===== config.mk =====
export PLATFORM = sky130hd
export DESIGN_NAME = bldc_commutation_sequencer
export DESIGN_NICKNAME = d
export VERILOG_FILES = /design/src/commutation_pkg.sv /design/src/bldc_commutation_sequencer.sv
export SDC_FILE = /design/constraint.sdc
export NUM_CORES = 1
export LEC_CHECK = 0
export CORE_MARGIN = 3
export CORE_UTILIZATION = 69
export CTS_BUF_LIST = sky130_fd_sc_hd__clkbuf_16
export DETAILED_ROUTE_END_ITERATION = 10
export DONT_BUFFER_PORTS = 1
export PLACE_DENSITY = 0.9
export SLEW_MARGIN = 20
export SYNTH_ARGS = -nofsm -noshare
export SYNTH_HDL_FRONTEND = slang
export SYNTH_SLANG_ARGS = --single-unit

===== constraint.sdc =====
create_clock -name clock_in -period 4.1 [get_ports clock_in]
set_input_delay 0.41 -clock clock_in [delete_from_list [all_inputs] [get_ports clock_in]]
set_output_delay 0.41 -clock clock_in [all_outputs]
set_load 0.01 [all_outputs]

===== src/commutation_pkg.sv =====
// package for the six-step commutation sequencer
// assumes a 100 MHz system clock and synchronous pin inputs
package commutation_pkg;

    // ----------------------------------------
    // timing, set in microseconds and converted to reference clock cycles
    // ----------------------------------------
    localparam int unsigned CLOCK_NS          = 10;
    localparam int unsigned STARTUP_TIME_US   = 2000;
    localparam int unsigned STARTUP_CYCLES    = STARTUP_TIME_US * 1000 / CLOCK_NS;
    localparam int unsigned BLANK_TIME_US     = 20;
    localparam int unsigned BLANK_CYCLES      = BLANK_TIME_US * 1000 / CLOCK_NS;
    localparam int unsigned WATCHDOG_TIME_US  = 1000;
    localparam int unsigned WATCHDOG_CYCLES   = WATCHDOG_TIME_US * 1000 / CLOCK_NS;
    localparam int unsigned TIMER_WIDTH       = 24;
    localparam int unsigned DELAY_TRIM        = 2;  // fires a little before midpoint

    // ----------------------------------------
    // serial word layout
    // ----------------------------------------
    localparam int unsigned WORD_BITS         = 24;
    localparam int unsigned BIT_RUN           = 0;
    localparam int unsigned BIT_STEP          = 1;
    localparam int unsigned BIT_BRAKE         = 2;
    localparam int unsigned BIT_CURLIM_LO     = 3;
    localparam int unsigned BIT_REF_LO        = 5;
    localparam int unsigned REF_BITS          = 14;
    localparam int unsigned BIT_SECTOR        = 19;
    localparam int unsigned BIT_POLES_LO      = 20;
    localparam int unsigned BIT_DIAG_A        = 22;
    localparam int unsigned BIT_DIAG_B        = 23;
    localparam logic [23:0] WORD_RESET        = 24'h000000;
    localparam int unsigned REF_SHIFT         = 4;  // lsb of count field weighs 16

    // diagnostic select, first bit shifted in is the low select bit
    localparam logic [1:0] DIAG_REV_PULSE    = 2'h0;
    localparam logic [1:0] DIAG_THERMAL = 2'h1;
    localparam logic [1:0] DIAG_SYNC    = 2'h2;
    localparam logic [1:0] DIAG_ZERO    = 2'h3;

    typedef enum logic [2:0] {
        SEQ_1, SEQ_2, SEQ_3, SEQ_4, SEQ_5, SEQ_6
    } seq_state_t;

    // one half-bridge: source on, sink on (both off means high impedance)
    typedef struct packed {
        logic source;
        logic sink;
    } half_bridge_t;

    typedef struct packed {
        half_bridge_t a;
        half_bridge_t b;
        half_bridge_t c;
    } phase_drive_t;

endpackage : commutation_pkg


===== src/bldc_commutation_sequencer.sv =====
// six-step sensorless commutation sequencer with serial configuration
// assumes all pin inputs synchronous to clock_in; comparator results arrive
// as digital levels (floating phase above neutral tap = 1)
//
// Behaviour
// - six states, one source, one sink, one off
// - fixed phase pattern per sequencer state
// - sense back-EMF only on floating phase
// - outputs off at start; after reset, run enables them in state one
// - only correct-polarity crossings drive commutation
// - zero-cross flag toggles, selectable to diagnostics
// - startup timer expiry forces next state
// - each commutation restarts startup timer
// - first delay timer up high, down double
// - second timer on opposite flag phase
// - commutation restarts blanking and watchdog
// - outside step mode, no crossing before watchdog forces commutation
// - brake pin turns on all sinks
// - serial brake bit brakes the same
// - reset clears configuration, enters sleep
// - diagnostic output picks one of four
// - reference clock drives speed reference counter
// - sector input alternative rev_pulse source
// - shift 24 bits on serial clock, apply on strobe rise
// - select codes rev_pulse, thermal, sync, zero-cross
`timescale 1ns/10ps
`default_nettype none

module bldc_commutation_sequencer
#(
    parameter int unsigned STARTUP_LIMIT  = commutation_pkg::STARTUP_CYCLES,
    parameter int unsigned WATCHDOG_LIMIT = commutation_pkg::WATCHDOG_CYCLES
)
(
    input  wire logic                           clock_in,        // 100 MHz reference
    input  wire logic                           reset_n_in,      // async, active low
    input  wire logic                           brake_n_in,      // brake pin, active low
    input  wire logic                           bemf_a_in,       // phase a above neutral
    input  wire logic                           bemf_b_in,       // phase b above neutral
    input  wire logic                           bemf_c_in,       // phase c above neutral
    input  wire logic                           sector_in,       // external rev_pulse pulses
    input  wire logic                           thermal_in,      // thermal shutdown flag
    input  wire logic                           ser_clk_in,      // serial clock level
    input  wire logic                           ser_data_in,     // serial data level
    input  wire logic                           ser_strobe_n_in, // word strobe, active low
    output logic                                phase_a_drive_out, // phase a driven
    output logic                                phase_b_drive_out, // phase b driven
    output logic                                phase_c_drive_out, // phase c driven
    output commutation_pkg::phase_drive_t       drive_out,       // bridge gate controls
    output logic                                diag_out,        // diagnostic mux
    output logic [2:0]                          state_out        // sequencer state 0..5
);

    // --------------------------------------------------------------
    // serial port
    // --------------------------------------------------------------
    logic [23:0] shift_reg, next_shift_reg;
    logic [23:0] config_word, next_config_word;
    logic        ser_clk_q, strobe_q;
    logic        next_ser_clk_q, next_strobe_q;

    // edges seen on sampled levels; clock only counts while strobe is low
    always_comb
    begin
        next_ser_clk_q   = ser_clk_in;
        next_strobe_q    = ser_strobe_n_in;
        next_shift_reg   = shift_reg;
        next_config_word = config_word;
        if (!ser_strobe_n_in && ser_clk_in && !ser_clk_q)
            next_shift_reg = {shift_reg[22:0], ser_data_in};
        if (ser_strobe_n_in && !strobe_q)
            next_config_word = shift_reg;
    end

    always_ff @(posedge clock_in or negedge reset_n_in)
    begin
        if (!reset_n_in)
        begin
            shift_reg   <= commutation_pkg::WORD_RESET;
            config_word <= commutation_pkg::WORD_RESET;
            ser_clk_q   <= 1'b0;
            strobe_q    <= 1'b1;
        end
        else
        begin
            shift_reg   <= next_shift_reg;
            config_word <= next_config_word;
            ser_clk_q   <= next_ser_clk_q;
            strobe_q    <= next_strobe_q;
        end
    end

    logic       run_mode, step_mode, sector_mode;
    logic [1:0] diag_sel;
    assign run_mode    = config_word[commutation_pkg::BIT_RUN];
    assign step_mode   = config_word[commutation_pkg::BIT_STEP];
    assign sector_mode = config_word[commutation_pkg::BIT_SECTOR];
    assign diag_sel    = {config_word[commutation_pkg::BIT_DIAG_A],
                          config_word[commutation_pkg::BIT_DIAG_B]};

    // --------------------------------------------------------------
    // sequencer and back-EMF qualification
    // --------------------------------------------------------------
    commutation_pkg::seq_state_t state, next_state;
    logic        zero_cross_toggle, next_zero_cross_toggle;
    logic        brake_latch, next_brake_latch;
    logic        bemf_prev, next_bemf_prev;
    logic        seen_cross, next_seen_cross;
    logic        float_bemf, rising_expected, crossing, commutate;
    logic        startup_fire, delay_fire, watchdog_fire, blanking;

    // floating phase and expected edge direction per state
    always_comb
    begin
        float_bemf      = 1'b0;
        rising_expected = 1'b0;
        case (state)
            commutation_pkg::SEQ_1: begin float_bemf = bemf_c_in; rising_expected = 1'b1; end
            commutation_pkg::SEQ_2: begin float_bemf = bemf_a_in; rising_expected = 1'b0; end
            commutation_pkg::SEQ_3: begin float_bemf = bemf_b_in; rising_expected = 1'b1; end
            commutation_pkg::SEQ_4: begin float_bemf = bemf_c_in; rising_expected = 1'b0; end
            commutation_pkg::SEQ_5: begin float_bemf = bemf_a_in; rising_expected = 1'b1; end
            commutation_pkg::SEQ_6: begin float_bemf = bemf_b_in; rising_expected = 1'b0; end
            default:                begin float_bemf = 1'b0;      rising_expected = 1'b0; end
        endcase
    end

    // blanked comparator ignored; only the expected direction counts, once per state
    assign crossing = !blanking && !step_mode && !seen_cross
                      && (float_bemf != bemf_prev)
                      && (float_bemf == rising_expected);
    assign commutate = run_mode && (startup_fire || delay_fire || watchdog_fire);

    always_comb
    begin
        next_state             = state;
        next_zero_cross_toggle = zero_cross_toggle;
        next_bemf_prev         = float_bemf;
        next_seen_cross        = seen_cross;
        next_brake_latch       = brake_latch || !brake_n_in
                                 || config_word[commutation_pkg::BIT_BRAKE];
        if (crossing)
        begin
            next_zero_cross_toggle = !zero_cross_toggle;
            next_seen_cross        = 1'b1;
        end
        if (commutate)
        begin
            // n to n+1, wrapping six back to one
            case (state)
                commutation_pkg::SEQ_1: next_state = commutation_pkg::SEQ_2;
                commutation_pkg::SEQ_2: next_state = commutation_pkg::SEQ_3;
                commutation_pkg::SEQ_3: next_state = commutation_pkg::SEQ_4;
                commutation_pkg::SEQ_4: next_state = commutation_pkg::SEQ_5;
                commutation_pkg::SEQ_5: next_state = commutation_pkg::SEQ_6;
                default:                next_state = commutation_pkg::SEQ_1;
            endcase
            next_seen_cross = 1'b0;
        end
    end

    always_ff @(posedge clock_in or negedge reset_n_in)
    begin
        if (!reset_n_in)
        begin
            state             <= commutation_pkg::SEQ_1;
            zero_cross_toggle <= 1'b0;
            bemf_prev         <= 1'b0;
            seen_cross        <= 1'b0;
            brake_latch       <= 1'b0;
        end
        else
        begin
            state             <= next_state;
            zero_cross_toggle <= next_zero_cross_toggle;
            bemf_prev         <= next_bemf_prev;
            seen_cross        <= next_seen_cross;
            brake_latch       <= next_brake_latch;
        end
    end

    // --------------------------------------------------------------
    // timers
    // --------------------------------------------------------------
    logic [23:0] startup_timer, next_startup_timer;
    logic [23:0] blank_watchdog_timer, next_blank_watchdog_timer;
    logic [23:0] delay_timer_one, next_delay_timer_one;
    logic [23:0] delay_timer_two, next_delay_timer_two;
    logic        flag_q, next_flag_q;
    logic        down_one, next_down_one, down_two, next_down_two;

    assign startup_fire  = startup_timer >= 24'(STARTUP_LIMIT - 1);
    assign blanking      = blank_watchdog_timer < 24'(commutation_pkg::BLANK_CYCLES);
    assign watchdog_fire = !step_mode && !seen_cross
                           && blank_watchdog_timer >= 24'(WATCHDOG_LIMIT - 1);
    // a trim threshold fires the down-count slightly before half period
    assign delay_fire    = !step_mode
                           && ((down_one && delay_timer_one <= 24'(commutation_pkg::DELAY_TRIM))
                           ||  (down_two && delay_timer_two <= 24'(commutation_pkg::DELAY_TRIM)));

    // accumulate on one flag level, drain at twice the rate on the other
    always_comb
    begin
        next_flag_q               = zero_cross_toggle;
        next_startup_timer        = startup_timer + 24'h000001;
        next_blank_watchdog_timer = blank_watchdog_timer;
        next_delay_timer_one      = delay_timer_one;
        next_delay_timer_two      = delay_timer_two;
        next_down_one             = down_one;
        next_down_two             = down_two;
        if (blank_watchdog_timer != 24'hffffff)
            next_blank_watchdog_timer = blank_watchdog_timer + 24'h000001;
        // a delay commutation ends the down-count, but a flag edge in the
        // same cycle re-arms a timer below, so that half period is not lost
        if (commutate && delay_fire)
        begin
            next_down_one = 1'b0;
            next_down_two = 1'b0;
        end
        if (zero_cross_toggle && !flag_q)
        begin
            next_delay_timer_one = 24'h000000;
            next_down_one        = 1'b0;
            next_down_two        = 1'b1;
        end
        else if (!zero_cross_toggle && flag_q)
        begin
            next_delay_timer_two = 24'h000000;
            next_down_two        = 1'b0;
            next_down_one        = 1'b1;
        end
        else
        begin
            if (zero_cross_toggle && delay_timer_one != 24'hffffff)
                next_delay_timer_one = delay_timer_one + 24'h000001;
            if (!zero_cross_toggle && delay_timer_two != 24'hffffff)
                next_delay_timer_two = delay_timer_two + 24'h000001;
            if (down_one)
                next_delay_timer_one = (delay_timer_one > 24'h000002)
                                       ? delay_timer_one - 24'h000002 : 24'h000000;
            if (down_two)
                next_delay_timer_two = (delay_timer_two > 24'h000002)
                                       ? delay_timer_two - 24'h000002 : 24'h000000;
        end
        if (commutate)
        begin
            next_startup_timer        = 24'h000000;
            next_blank_watchdog_timer = 24'h000000;
        end
        if (!run_mode)
            next_startup_timer = 24'h000000;
    end

    always_ff @(posedge clock_in or negedge reset_n_in)
    begin
        if (!reset_n_in)
        begin
            startup_timer        <= 24'h000000;
            blank_watchdog_timer <= 24'h000000;
            delay_timer_one      <= 24'h000000;
            delay_timer_two      <= 24'h000000;
            flag_q               <= 1'b0;
            down_one             <= 1'b0;
            down_two             <= 1'b0;
        end
        else
        begin
            startup_timer        <= next_startup_timer;
            blank_watchdog_timer <= next_blank_watchdog_timer;
            delay_timer_one      <= next_delay_timer_one;
            delay_timer_two      <= next_delay_timer_two;
            flag_q               <= next_flag_q;
            down_one             <= next_down_one;
            down_two             <= next_down_two;
        end
    end

    // --------------------------------------------------------------
    // speed reference counter and rev_pulse selection
    // --------------------------------------------------------------
    logic [17:0] ref_count, next_ref_count;
    logic        sector_q, next_sector_q, rev_pulse, next_rev_pulse;
    logic        ref_active, next_ref_active;
    logic [17:0] ref_total;
    logic        rev_pulse_edge;

    // count field is active low; bit weights 16 upward
    assign ref_total = {~config_word[commutation_pkg::BIT_REF_LO +: commutation_pkg::REF_BITS],
                        4'h0};
    assign rev_pulse_edge = sector_mode ? (sector_in && !sector_q)
                                   : (zero_cross_toggle && !flag_q);

    always_comb
    begin
        next_sector_q   = sector_in;
        next_rev_pulse  = rev_pulse;
        next_ref_count  = ref_count;
        next_ref_active = ref_active;
        if (rev_pulse_edge)
            next_rev_pulse = !rev_pulse;
        if (rev_pulse_edge && !rev_pulse)
        begin
            next_ref_count  = 18'h00000;
            next_ref_active = 1'b1;
        end
        else if (ref_active)
        begin
            next_ref_count = ref_count + 18'h00001;
            if (ref_count + 18'h00001 >= ref_total)
                next_ref_active = 1'b0;
        end
    end

    always_ff @(posedge clock_in or negedge reset_n_in)
    begin
        if (!reset_n_in)
        begin
            ref_count  <= 18'h00000;
            sector_q   <= 1'b0;
            rev_pulse  <= 1'b0;
            ref_active <= 1'b0;
        end
        else
        begin
            ref_count  <= next_ref_count;
            sector_q   <= next_sector_q;
            rev_pulse  <= next_rev_pulse;
            ref_active <= next_ref_active;
        end
    end

    // --------------------------------------------------------------
    // output drive and diagnostic mux, all registered
    // --------------------------------------------------------------
    commutation_pkg::phase_drive_t next_drive;
    logic next_diag;
    localparam commutation_pkg::half_bridge_t HI = 2'b10;
    localparam commutation_pkg::half_bridge_t LO = 2'b01;
    localparam commutation_pkg::half_bridge_t HZ = 2'b00;

    always_comb
    begin
        case (state)
            commutation_pkg::SEQ_1: next_drive = {HI, LO, HZ};
            commutation_pkg::SEQ_2: next_drive = {HZ, LO, HI};
            commutation_pkg::SEQ_3: next_drive = {LO, HZ, HI};
            commutation_pkg::SEQ_4: next_drive = {LO, HI, HZ};
            commutation_pkg::SEQ_5: next_drive = {HZ, HI, LO};
            commutation_pkg::SEQ_6: next_drive = {HI, HZ, LO};
            default:                next_drive = {HZ, HZ, HZ};
        endcase
        if (next_brake_latch)
            next_drive = {LO, LO, LO};
        else if (!run_mode)
            next_drive = {HZ, HZ, HZ};
        case (diag_sel)
            commutation_pkg::DIAG_REV_PULSE:    next_diag = rev_pulse;
            commutation_pkg::DIAG_THERMAL: next_diag = thermal_in;
            commutation_pkg::DIAG_SYNC:    next_diag = ref_active;
            commutation_pkg::DIAG_ZERO:    next_diag = zero_cross_toggle;
            default:                       next_diag = 1'b0;
        endcase
    end

    always_ff @(posedge clock_in or negedge reset_n_in)
    begin
        if (!reset_n_in)
        begin
            drive_out         <= '0;
            diag_out          <= 1'b0;
            state_out         <= 3'h0;
            phase_a_drive_out <= 1'b0;
            phase_b_drive_out <= 1'b0;
            phase_c_drive_out <= 1'b0;
        end
        else
        begin
            drive_out         <= next_drive;
            diag_out          <= next_diag;
            state_out         <= 3'(next_state);
            phase_a_drive_out <= next_drive.a.source || next_drive.a.sink;
            phase_b_drive_out <= next_drive.b.source || next_drive.b.sink;
            phase_c_drive_out <= next_drive.c.source || next_drive.c.sink;
        end
    end

endmodule : bldc_commutation_sequencer

`default_nettype wire


==> impl_metrics.csv <==
group,metric,value,unit
cells_and_area,area.growth.synth_to_final,6.315,%
yosys,synth_cell_types,79,
timing,final_hold_viol_count,183,
outcome,status,"finished, violations left",
worst_setup_path,worstSetupPathType,"register to register",
yosys,ys_seq_area_frac,0.4338,
cells_and_area,multi_input_area,5653,sq um
timing,grt_setup_unrepaired,"no",
job,drv_cap,0,
yosys,syn_area_per_cell,9.362,sq um
cts,root_buffer,"clkbuf_16",
power_and_ir_drop,power,4908,uW
floorplan,initial_core_util,0.7157,
cells_and_area,seqCellArea,4581,sq um
placed_design,dpl.hpwl,16160,microns
yosys,synthArstFlopShare,1.000,
cells_and_area,final_common_cell,"dfrtp_1",
cells_and_area,final_net_count,1137,
floorplan,die_area,16820,sq um
power_and_ir_drop,leakagePower,0.004846,uW
global_route,grt.total_usage,0.3082,
yosys,synth_cells,1128,
route,drcViolationCount,0,
cts,cts_resized,0,
cts,tritoncts,"yes",
worst_setup_path,cp.arrival,3590,ps
floorplan,rows,44,
floorplan,core-area,14750,sq um
route,ant_nets,0,
worst_setup_path,end_kind,"register",
yosys,netlist_area,10560,sq um
yosys,yosys_warnings,0,
cts,clock_sinks,183,
timing,period_share,0.7822,
timing,max-slew-margin-rel,0.2586,
power_and_ir_drop,p_per_area,437.2,nW/um^2
power_and_ir_drop,p_sw_frac,0.3291,
floorplan,die_h,129.7,microns
placed_design,placed_area,10600,sq um
yosys,synth_edf_count,0,
timing,worst_slew_pin_slew,1112,ps
cts,insertion_delay,450,ps
timing,tns,0,ps
placed_design,port_buffers,0,
timing,drv_slew,0,
power_and_ir_drop,vdd_ir_drop_max,378.5,uV
outcome,failed_checks,"negative hold slack",
placed_design,gp_congestion,0.9652,
power_and_ir_drop,p_int,3293,uW
timing,setup_viol,0,
power_and_ir_drop,power_frac_comb,0.179,
worst_setup_path,worst_setup_path_start_kind,"register",
cts,cts_buffer_depth,2,
route,routed_via_density,6.860,
cells_and_area,layout_common_cells,"182 x dfrtp_1, 140 x nor2_1, 83 x nand2_1, 50 x xor2_1, 49 x nand3_1",
route,vias,8904,
cts,numCtsBuffers,17,
cells_and_area,drive_above_1_share,0.09254,
global_route,gr-total-overflow,0,
timing,fin_crit,3207,ps
route,first_pass_iters,6,
route,drtIter0Drc,1029,
timing,finClkSkew,14.30,ps
floorplan,ios,24,
min_path,hold_class,"input port to async pin",
route,wl_per_cell,19.44,microns
cts,cts_hold_repair.buffers,3,
timing,hold_slack,-339.1,ps
yosys,ys_ff_latch,183,
global_route,grt_pass1_wl,41900,microns
cells_and_area,stdcell_area,11230,sq um
cts,cts-htree-levels,4,
worst_setup_path,crit_required,4480,ps
power_and_ir_drop,p_seq_frac,0.474,
cts,post_cts_buffers,0,
global_route,grt_max_degree,184,
floorplan,dieWidth,129.7,microns
global_route,antenna_found_initial,0,
timing,max_freq,0.3118,GHz
power_and_ir_drop,p_sw,1615,uW
yosys,synth_ff_type,"dfrtp_1",
global_route,grt_pass1_vias,8517,
worst_setup_path,startpoint,"ref_count[0]",
power_and_ir_drop,power_frac_clock,0.347,
route,routed_wl,25230,microns
worst_setup_path,r2r_start,"ref_count[0]",
worst_setup_path,crit_fanout,6,
cts,clk_pin_slew,80,ps
cells_and_area,nFillCells,964,
-- stage by stage --
step,std cells,util,setup slack [ps]
5_1_grt,1297,0.7608,583.1
4_1_cts,1297,0.7603,920.7
6_report,1298,0.7609,892.9
3_3_place_gp,1262,0.7182,1128
2_1_floorplan,1133,-,1379
3_5_place_dp,1262,0.7182,1058
-- critical path, cell delays in order, from the launching register on --
cell and delay (ps):
dfrtp_1 460, ha_1 260, and3_1 270, nand3_1 230, nor3_1 640, nand2_1 140
xnor2_1 160, ha_1 300, a21o_1 190, a21oi_1 180, a21o_1 160, nor2_1 50
a21oi_1 130
-- cell families after synthesis --
logic type | share of synthesized area
AOI/OAI and AO/OA | 0.1410
xor gates and xnor gates | 0.07216
adders and majority gates | 0.03081
buffers and inverters | 0.03483
DFF | 0.4338
muxes | 0.06374
other | 0.0003551
and+or+nand+nor | 0.2233
-- cells in the mapped netlist, types with 3 or more instances --
master,n,area share
o211ai_1,8,0.0057
o21ai_1,31,0.015
a221oi_1,9,0.0075
nor2_1,140,0.050
nand4_1,38,0.023
o21a_1,7,0.0050
and3_1,17,0.010
buf_4,3,0.0021
xor2_1,50,0.041
o22ai_1,13,0.0077
nor4_1,17,0.010
inv_1,24,0.0085
a22oi_1,3,0.0021
or3_1,10,0.0059
o31ai_1,14,0.010
a2111oi_0,3,0.0025
mux2_2,47,0.050
nor3_1,32,0.015
a21o_1,5,0.0036
a32oi_1,7,0.0058
o21ai_0,28,0.013
nor3b_1,5,0.0036
nand2b_1,13,0.0077
o32ai_1,3,0.0025
dfrtp_1,182,0.43
ha_1,26,0.031
a21oi_1,41,0.019
buf_2,9,0.0043
nand3_1,49,0.023
clkbuf_1,46,0.016
a22o_1,4,0.0033
nor2b_1,9,0.0053
a31oi_1,18,0.011
or2_2,3,0.0018
nand4b_1,5,0.0041
mux2i_1,11,0.010
xnor2_1,37,0.031
and2_1,8,0.0047
nor3_2,3,0.0028
nand2_1,83,0.030
and4_1,15,0.012
buf_6,3,0.0032
or4_1,7,0.0050
-- worst paths after layout --
check / to / slack [ps] / cells after the start
worst max-delay path: ref_active / 890 / 12
worst min-delay path: startup_timer[9] / -340 / 0
worst max register to register: ref_active / 890 / 12
worst min register to register: startup_timer[0] / 500 / 1
max in group asynchronous: strobe_q / 4120 / 0
min in group clock_in: shift_reg[0] / 100 / 1
-- metal layers --
metal,up-vias,routed length (microns),GRT usage
met5,-,0,0
met1,4338,10510,0.4077
met4,0,614,0.1143
li1,4053,-,-
met2,431,12410,0.5056
met3,82,1696,0.06467
-- power by group through the flow --
stage	registers (uW)	clock network, uW	logic, uW
2_1_floorplan	2170	0	799
3_3_place_gp	2330	0	805
3_5_place_dp	2350	0	849
4_1_cts	2310	1710	859
5_1_grt	2360	1780	965
6_report	2330	1700	879
-- final cells by class --
cell class | count | area share
repair buffers | 9 | 0.006687
multi-input cells | 864 | 0.5035
flip-flops and latches | 183 | 0.4080
clock buffers | 17 | 0.03789
diodes | 1 | 0.0002229
well taps | 184 | 0.02051
clock inverters | 15 | 0.01482
inverters | 25 | 0.008358
(Power assumes the default switching activity.)
